$ cat src/sams_defs.svh
`ifndef SAMS_DEFS_SVH
`define SAMS_DEFS_SVH

// Register bus geometry
`define SAMS_AXI_AW 12
`define SAMS_CTRL_OFF 12'h000
`define SAMS_STAT_OFF 12'h004
`define SAMS_RESP_OKAY 2'h0
`define SAMS_RESP_SLVERR 2'h2

// Control register: bit 0 lets the sequencer respond to select
`define SAMS_CTRL_EN_BIT 0
`define SAMS_CTRL_RESET 1'h1

// Status register layout: result, activity, state code
`define SAMS_STAT_CA_BIT 8
`define SAMS_STAT_ST_LSB 9

// Conversion geometry
`define SAMS_RESULT_W 8
`define SAMS_RESULT_LAST 3'h7
`define SAMS_WORD_W 4
`define SAMS_WORD_LAST 3'h3
`define SAMS_TRIAL_FIRST 8'h80

`endif

$ cat src/sams_pkg.sv
`default_nettype none
`include "sams_defs.svh"

package sams_pkg;

   // Sequencer phases, one per stretch of the serial frame
   typedef enum logic [2:0] {
      SAMS_IDLE, SAMS_ADDR, SAMS_SETTLE, SAMS_MSB, SAMS_LSB, SAMS_LOW
   } sams_state_e;

   // Everything that select must clear
   typedef struct packed {
      sams_state_e st;
      logic started;
      logic [2:0] cnt;
      logic [`SAMS_WORD_W-1:0] word;
      logic [`SAMS_RESULT_W-1:0] approximation_register;
      logic [`SAMS_RESULT_W-1:0] trial;
      logic [1:0] plus;
      logic [1:0] minus;
      logic common;
      logic mux_en;
      logic do_q;
      logic do_oe_n;
      logic ca;
      logic ca_oe_n;
   } sams_seq_s;

   // Whole module state
   typedef struct packed {
      sams_seq_s seq;
      logic sclk_q;
      logic enable;
      logic aw_have;
      logic [`SAMS_AXI_AW-1:0] awaddr;
      logic w_have;
      logic wbit;
      logic wlane0;
      logic awready;
      logic wready;
      logic bvalid;
      logic [1:0] bresp;
      logic arready;
      logic rvalid;
      logic [31:0] rdata;
      logic [1:0] rresp;
   } sams_regs_s;

endpackage : sams_pkg

`default_nettype wire

$ cat src/sams_sequencer.sv
// Overview of operation
// - Positive below negative yields all-zero result
// - Differential pairs only 0/1 and 2/3
// - Single-ended converts one channel against common
// - Differential: pair bit, polarity bit picks positive
// - Exactly four assignment bits follow start bit
// - Address bits sampled on rising converter clock
// - Leading zeros ignored; first one starts
// - Half-clock settling after the last assignment bit
// - Status high at settling; input then ignored
// - Output leaves high-Z with one leading zero
// - Decisions leave on falling edges, MSB first
// - Eight periods; status drops half clock later
// - Result repeated LSB first after MSB stream
// - Output low afterwards until select rises
// - Select high clears the sequencer registers but sets both output enables high
// - Input observed only while output high-Z
// - Fresh assignment word every conversion
// - Select high floats output and status
`default_nettype none
`include "sams_defs.svh"

module sams_sequencer
   import sams_pkg::*;
(
   // System clock and reset
   input wire logic clock,
   input wire logic nrst,
   // AXI4-Lite write channels
   input wire logic [`SAMS_AXI_AW-1:0] s_axi_awaddr,
   input wire logic s_axi_awvalid,
   output logic s_axi_awready,
   input wire logic [31:0] s_axi_wdata,
   input wire logic [3:0] s_axi_wstrb,
   input wire logic s_axi_wvalid,
   output logic s_axi_wready,
   output logic [1:0] s_axi_bresp,
   output logic s_axi_bvalid,
   input wire logic s_axi_bready,
   // AXI4-Lite read channels
   input wire logic [`SAMS_AXI_AW-1:0] s_axi_araddr,
   input wire logic s_axi_arvalid,
   output logic s_axi_arready,
   output logic [31:0] s_axi_rdata,
   output logic [1:0] s_axi_rresp,
   output logic s_axi_rvalid,
   input wire logic s_axi_rready,
   // Host serial pins
   input wire logic select_n,
   input wire logic sclk,
   input wire logic serial_in,
   output logic serial_out,
   output logic serial_out_oe_n,
   output logic conversion_active,
   output logic conversion_active_oe_n,
   // Analog front end
   input wire logic comparator_high,
   output logic [`SAMS_RESULT_W-1:0] trial_code,
   output logic mux_enable,
   output logic [1:0] mux_plus_sel,
   output logic [1:0] mux_minus_sel,
   output logic mux_minus_common
);

   sams_regs_s s_q; // Registered state
   sams_regs_s s_d; // Next state
   logic sclk_rise; // Converter clock rose this cycle
   logic sclk_fall; // Converter clock fell this cycle
   logic held; // Sequencer held clear by select or control

   // Single bit mask for a result position, MSB at index 0
   function automatic logic [`SAMS_RESULT_W-1:0] bit_mask(
      input logic [2:0] idx);
      bit_mask = `SAMS_TRIAL_FIRST >> idx;
   endfunction

   // Word layout: [3] single, [2] odd, [1] pair, [0] always one
   function automatic logic [4:0] mux_decode(
      input logic [`SAMS_WORD_W-1:0] w);
      logic [1:0] pos;
      logic [1:0] neg;
      pos = {w[1], w[2]};
      neg = {w[1], ~w[2]}; // neighbour of the same pair only
      mux_decode = {pos, neg, w[3]}; // common return when single
   endfunction

   // Edges are seen from the last sample; inputs are synchronous
   assign sclk_rise = sclk & ~s_q.sclk_q;
   assign sclk_fall = ~sclk & s_q.sclk_q;
   assign held = select_n | ~s_q.enable;

   // Next-state logic for bus slave and sequencer
   always_comb begin
      s_d = s_q;
      s_d.sclk_q = sclk;

      // Write address and data are taken in either order
      if (s_axi_awvalid && s_q.awready) begin
         s_d.aw_have = 1'b1;
         s_d.awaddr = s_axi_awaddr;
      end
      if (s_axi_wvalid && s_q.wready) begin
         s_d.w_have = 1'b1;
         s_d.wbit = s_axi_wdata[`SAMS_CTRL_EN_BIT];
         s_d.wlane0 = s_axi_wstrb[0];
      end
      // Response once both halves are in
      if (s_q.aw_have && s_q.w_have && !s_q.bvalid) begin
         s_d.aw_have = 1'b0;
         s_d.w_have = 1'b0;
         s_d.bvalid = 1'b1;
         if (s_q.awaddr == `SAMS_CTRL_OFF) begin
            s_d.bresp = `SAMS_RESP_OKAY;
            if (s_q.wlane0) begin
               s_d.enable = s_q.wbit;
            end
         end else if (s_q.awaddr == `SAMS_STAT_OFF) begin
            // Status is read only; writes are dropped quietly
            s_d.bresp = `SAMS_RESP_OKAY;
         end else begin
            s_d.bresp = `SAMS_RESP_SLVERR;
         end
      end else if (s_q.bvalid && s_axi_bready) begin
         s_d.bvalid = 1'b0;
      end
      // Stall both write channels until the response is gone
      s_d.awready = !s_d.aw_have && !s_d.bvalid;
      s_d.wready = !s_d.w_have && !s_d.bvalid;

      // Read channel: one outstanding read at a time
      if (s_axi_arvalid && s_q.arready) begin
         s_d.rvalid = 1'b1;
         s_d.rresp = `SAMS_RESP_OKAY;
         s_d.rdata = 32'h0;
         if (s_axi_araddr == `SAMS_CTRL_OFF) begin
            s_d.rdata[`SAMS_CTRL_EN_BIT] = s_q.enable;
         end else if (s_axi_araddr == `SAMS_STAT_OFF) begin
            s_d.rdata[`SAMS_RESULT_W-1:0] = s_q.seq.approximation_register;
            s_d.rdata[`SAMS_STAT_CA_BIT] = s_q.seq.ca;
            s_d.rdata[`SAMS_STAT_ST_LSB +: 3] = s_q.seq.st;
         end else begin
            s_d.rresp = `SAMS_RESP_SLVERR;
         end
      end else if (s_q.rvalid && s_axi_rready) begin
         s_d.rvalid = 1'b0;
      end
      s_d.arready = !s_d.rvalid;

      // Sequencer: past SAMS_IDLE only converter clock edges move it, so a clock
      // parked low simply freezes the phase
      if (held) begin
         s_d.seq = '0; // nothing survives a frame
         s_d.seq.do_oe_n = 1'b1;
         s_d.seq.ca_oe_n = 1'b1;
      end else begin
         case (s_q.seq.st)
            SAMS_IDLE: begin
               // Select has just fallen; wait for the start bit
               s_d.seq.st = SAMS_ADDR;
            end
            SAMS_ADDR: begin
               // Input is looked at only here, output still high-Z
               if (sclk_rise) begin
                  if (!s_q.seq.started) begin
                     s_d.seq.started = serial_in;
                  end else begin
                     s_d.seq.word = {s_q.seq.word[2:0], serial_in};
                     if (s_q.seq.cnt == `SAMS_WORD_LAST) begin
                        {s_d.seq.plus, s_d.seq.minus,
                         s_d.seq.common} = mux_decode(s_d.seq.word);
                        s_d.seq.mux_en = 1'b1;
                        s_d.seq.cnt = 3'h0;
                        s_d.seq.st = SAMS_SETTLE;
                     end else begin
                        s_d.seq.cnt = s_q.seq.cnt + 3'h1;
                     end
                  end
               end
            end
            SAMS_SETTLE: begin
               // Half a clock of settling ends at the falling edge
               if (sclk_fall) begin
                  s_d.seq.ca = 1'b1;
                  s_d.seq.ca_oe_n = 1'b0;
                  s_d.seq.do_q = 1'b0;
                  s_d.seq.do_oe_n = 1'b0;
                  s_d.seq.trial = `SAMS_TRIAL_FIRST;
                  s_d.seq.st = SAMS_MSB;
               end
            end
            SAMS_MSB: begin
               // A reversed input never beats any trial, so every
               // decision is low and the result is all zeros
               if (sclk_fall) begin
                  s_d.seq.approximation_register[`SAMS_RESULT_LAST - s_q.seq.cnt] =
                     comparator_high;
                  s_d.seq.do_q = comparator_high;
                  if (s_q.seq.cnt == `SAMS_RESULT_LAST) begin
                     s_d.seq.trial = s_d.seq.approximation_register;
                     s_d.seq.cnt = 3'h1;
                     s_d.seq.st = SAMS_LSB;
                  end else begin
                     s_d.seq.trial = s_d.seq.approximation_register |
                        bit_mask(s_q.seq.cnt + 3'h1);
                     s_d.seq.cnt = s_q.seq.cnt + 3'h1;
                  end
               end
            end
            SAMS_LSB: begin
               // Bit 0 was the last MSB-first bit and is shared
               if (sclk_rise) begin
                  s_d.seq.ca = 1'b0;
               end
               if (sclk_fall) begin
                  s_d.seq.do_q = s_q.seq.approximation_register[s_q.seq.cnt];
                  if (s_q.seq.cnt == `SAMS_RESULT_LAST) begin
                     s_d.seq.st = SAMS_LOW;
                  end else begin
                     s_d.seq.cnt = s_q.seq.cnt + 3'h1;
                  end
               end
            end
            SAMS_LOW: begin
               if (sclk_fall) begin
                  s_d.seq.do_q = 1'b0;
               end
            end
            default: begin
               s_d.seq.st = SAMS_IDLE;
            end
         endcase
      end
   end

   // State register; reset takes constants only
   always_ff @(posedge clock or negedge nrst) begin
      if (!nrst) begin
         s_q <= '0;
         s_q.enable <= `SAMS_CTRL_RESET;
         s_q.seq.do_oe_n <= 1'b1;
         s_q.seq.ca_oe_n <= 1'b1;
      end else begin
         s_q <= s_d;
      end
   end

   // Every output comes straight from the state register
   assign s_axi_awready = s_q.awready;
   assign s_axi_wready = s_q.wready;
   assign s_axi_bresp = s_q.bresp;
   assign s_axi_bvalid = s_q.bvalid;
   assign s_axi_arready = s_q.arready;
   assign s_axi_rdata = s_q.rdata;
   assign s_axi_rresp = s_q.rresp;
   assign s_axi_rvalid = s_q.rvalid;
   assign serial_out = s_q.seq.do_q;
   assign serial_out_oe_n = s_q.seq.do_oe_n;
   assign conversion_active = s_q.seq.ca;
   assign conversion_active_oe_n = s_q.seq.ca_oe_n;
   assign trial_code = s_q.seq.trial;
   assign mux_enable = s_q.seq.mux_en;
   assign mux_plus_sel = s_q.seq.plus;
   assign mux_minus_sel = s_q.seq.minus;
   assign mux_minus_common = s_q.seq.common;
endmodule // sams_sequencer

`default_nettype wire

$ cat config.mk
export PLATFORM = sky130hd
export DESIGN_NAME = sams_sequencer
export DESIGN_NICKNAME = d
export VERILOG_FILES = /design/src/sams_pkg.sv /design/src/sams_sequencer.sv
export VERILOG_INCLUDE_DIRS = /design/src
export SDC_FILE = /design/constraint.sdc
export NUM_CORES = 1
export LEC_CHECK = 0
export BUFFER_PORTS_ARGS = -buffer_cell sky130_fd_sc_hd__clkbuf_2
export CORE_MARGIN = 2
export CORE_UTILIZATION = 50
export CTS_CLUSTER_DIAMETER = 80
export DETAILED_ROUTE_END_ITERATION = 8
export PLACE_DENSITY_LB_ADDON = 0.2
export SLEW_MARGIN = 10
export SYNTH_ARGS = -nofsm -noshare
export SYNTH_HDL_FRONTEND = slang
export SYNTH_SLANG_ARGS = --single-unit
$ cat constraint.sdc
create_clock -name clock -period 2.5 [get_ports clock]
set_input_delay 0.125 -clock clock [delete_from_list [all_inputs] [get_ports clock]]
set_output_delay 0.125 -clock clock [all_outputs]
set_load 0.1 [all_outputs]
==> out/results.ini <==
[floorplanning]
die_x_um = 90.7
core_um2 = 7250
ios = 130
dieArea_um2 = 8230
die_y_um = 90.7
initial_core_util_pct = 51.8
placementRows = 31

[critical_path]
slowest_delay_ns = 0.63
critPathArrivalTime_ns = 2.14
worstPathCellList = inv_1 -> ha_1 -> and3_1 -> a32o_1 -> a2111oi_1
path_class = reg2reg
worstPathRequired_ns = 2.73
cpMaxStageDelayCell = dfrtp_1
path_delay_family = flip-flops
cp-start-kind = flop
worst-path-max-fanout = 14
path_buf_inv = 1
cp-end-kind = flop

[power]
p_switching_uw = 1010
power.density_nw_per_um2 = 713
p_leak_uw = 0.00208
vdd_drop_max_mv = 0.550
seqPwrFrac_pct = 46.8
clkPwrFrac_pct = 30.0
swShare_pct = 33.6
combPwrFrac_pct = 23.2
intPower_uw = 1990

[cts]
tritoncts = done
cts-root-buf = clkbuf_8
cts_setup_buffers = 0
cts_resized = 0
clockBufferDepth = 2
htreeDepth = 3
clkTransAtPathRegs_ns = 0.07
numCtsBuffers = 9
clock_latency_ns = 0.34
cts.sinks = 71
hold_buffers = 5

[synth]
yosysWarnings = 0
synth_cell_types = 50
synth-main-ff-cell = dfrtp_1
seq_area_frac_synth_pct = 47.3
synthCells = 350
yosys-top-cells-area = dfrtp_1 46%, buf_4 9.8%, mux2_2 5.4%
yosysTopAreaCellShare_pct = 45.9
synth_top_cell_by_area = dfrtp_1
syn_area_per_cell_um2 = 10.7
ys_seq_elements = 71
synth_area_um2 = 3760
synthArstFlopShare_pct = 100
synth_edf_count = 0

[route]
drtIter0Drc = 107
wl_per_cell_um = 14.1
via_per_inst = 5.14
wirelength_um = 7160
vias = 2617
dr.pass1.iters = 4
drtAntennaViolNets = 0
drc_errors = 0

[placement]
gp_congestion = 0.862
portBuffers = 73
dp_hpwl_um = 5230
dpl_cell_area_um2 = 3950

[grt]
grt_start_max_net_pins = 35
antenna_found_initial = 0
grt_pass1_wl_um = 11800
grt_pass1_vias = 2518
gr-total-overflow = 0
grt_use_total_pct = 17.8

[timing]
fin_crit_ns = 1.91
final_max_slew_viol_count = 0
finalCritPeriodShare_pct = 76.3
grt_setup_unrepaired = no
slew_headroom_pct = 54.2
finalHoldViolCount = 0
fin_skew_ns = 0.00766
fmax_mhz = 524
tightest_slew_ns = 0.686
finalSetupTns_ns = 0
setup-violations-final = 0

[outcome]
status = completed

[final_layout]
fillers = 676
diodes = 0
synthToLayoutAreaGrowth_pct = 12.0
multiInputGateArea_um2 = 1560
regArea_um2 = 1780
nets = 484
final_common_cell = clkbuf_2
drive_gt1_share_pct = 31.0
final_cell_mix = 72 x clkbuf_2, 69 x dfrtp_1, 22 x nor2_1, 22 x conb_1, 19 x nand2_1
fin_area_um2 = 4210

[worst_hold_path]
hp-class = in2reg

[run]
cap_violations = 0

power by group through the flow:
stage / clock (uW) / sequential (uW) / combinational [uW]
floorplan: 0 / 1600 / 405
global placement: 0 / 1420 / 682
detailed placement: 0 / 1430 / 696
CTS: 925 / 1410 / 705
global route: 974 / 1420 / 741
finish: 901 / 1400 / 698
state kept, by name, summed over array words and instances (netlist names):
name / flops
s_axi_arready: 1
mux_plus_sel: 2
conversion_active: 1
s_axi_bvalid: 1
mux_minus_sel: 1
mux_minus_common: 1
serial_out: 1
s_q: 36
s_axi_rdata: 12
s_axi_rvalid: 1
serial_out_oe_n: 1
mux_enable: 1
s_axi_awready: 1
trial_code: 8
s_axi_rresp: 1
s_axi_wready: 1
s_axi_bresp: 1
cells by family (layout without fill, tap and decap cells):
kind of cell,count (synthesis),count (layout),share of synthesized area (%)
compound gates,64,64,12.7
fa+ha+maj,8,8,2.66
buf+inv,77,116,13.1
flops,71,71,47.3
mux,32,32,9.79
other cells,1,22,0.0998
simple gates,97,97,14.2
through the flow:
stage,hold WS (ns),cells,utilization [%],worst slack [ns],power (uW)
3_3_place_gp,-0.0526,487,54.5,0.601,2100
5_1_grt,0.00484,509,58.0,0.457,3140
4_1_cts,0.000116,508,57.9,0.580,3040
6_report,0.0138,509,58.0,0.591,3000
2_1_floorplan,-0.171,371,-,0.647,2000
3_5_place_dp,-0.0517,487,54.5,0.608,2120
layout make-up:
| type | instances | area share, % |
|---|---|---|
| Multi-Input combinational cell | 223 | 37.1 |
| Sequential cell | 71 | 42.3 |
| Clock inverter | 6 | 1.43 |
| Timing Repair Buffer | 90 | 12.1 |
| Clock buffer | 10 | 3.27 |
| Inverter | 10 | 0.892 |
| Tap cell | 99 | 2.94 |
Yosys cell counts, types with 2 or more instances:
cell type and instances:
a211o_1 2, a211oi_1 2, a21o_1 7, a21oi_1 9
a221o_1 4, a22o_1 12, a2bb2oi_1 2, a31oi_1 4
a32o_1 3, and3_1 3, and3b_1 2, buf_2 5
buf_4 49, buf_6 2, clkbuf_1 10, dfrtp_1 69
dfstp_2 2, ha_1 8, inv_1 10, mux2_2 18
mux2i_1 12, mux4_2 2, nand2_1 19, nand2b_1 5
nand3_1 3, nand3b_1 5, nand4_1 5, nor2_1 22
nor2b_1 6, nor3_1 5, nor3b_1 5, nor4_1 6
o21a_1 2, o21ai_0 8, o31a_1 2, o31ai_1 2
or2_2 2, or3_1 4
worst reg2reg max path, cell delays in order (launching register included):
cell and delay (ns):
dfrtp_1 0.63, inv_1 0.09, ha_1 0.25, and3_1 0.24
a32o_1 0.22, a2111oi_1 0.36
worst paths after layout:
check,from,to,slack (ns),cells past startpoint
min,s_axi_awaddr[1],s_q[45],0.01,2
min in group asynchronous,nrst,s_axi_rvalid,0.12,2
min reg2reg,s_q[56],s_axi_awready,0.48,1
max in group asynchronous,nrst,s_q[57],1.72,3
max reg2reg,s_q[91],s_q[93],0.59,5
max,s_q[91],s_q[93],0.59,5
per-layer routing:
metal | wire, um | vias to the layer above | part of all wire [%] | global-route usage, %
li1 | - | 1278 | - | -
met1 | 3360 | 1260 | 47 | 23.8
met2 | 3360 | 68 | 47 | 28.3
met3 | 329 | 11 | 4.6 | 3.51
met4 | 110 | 0 | 1.5 | 7.69
met5 | 0 | - | 0 | 0
Note: power is estimated with default switching activity, not from simulation.
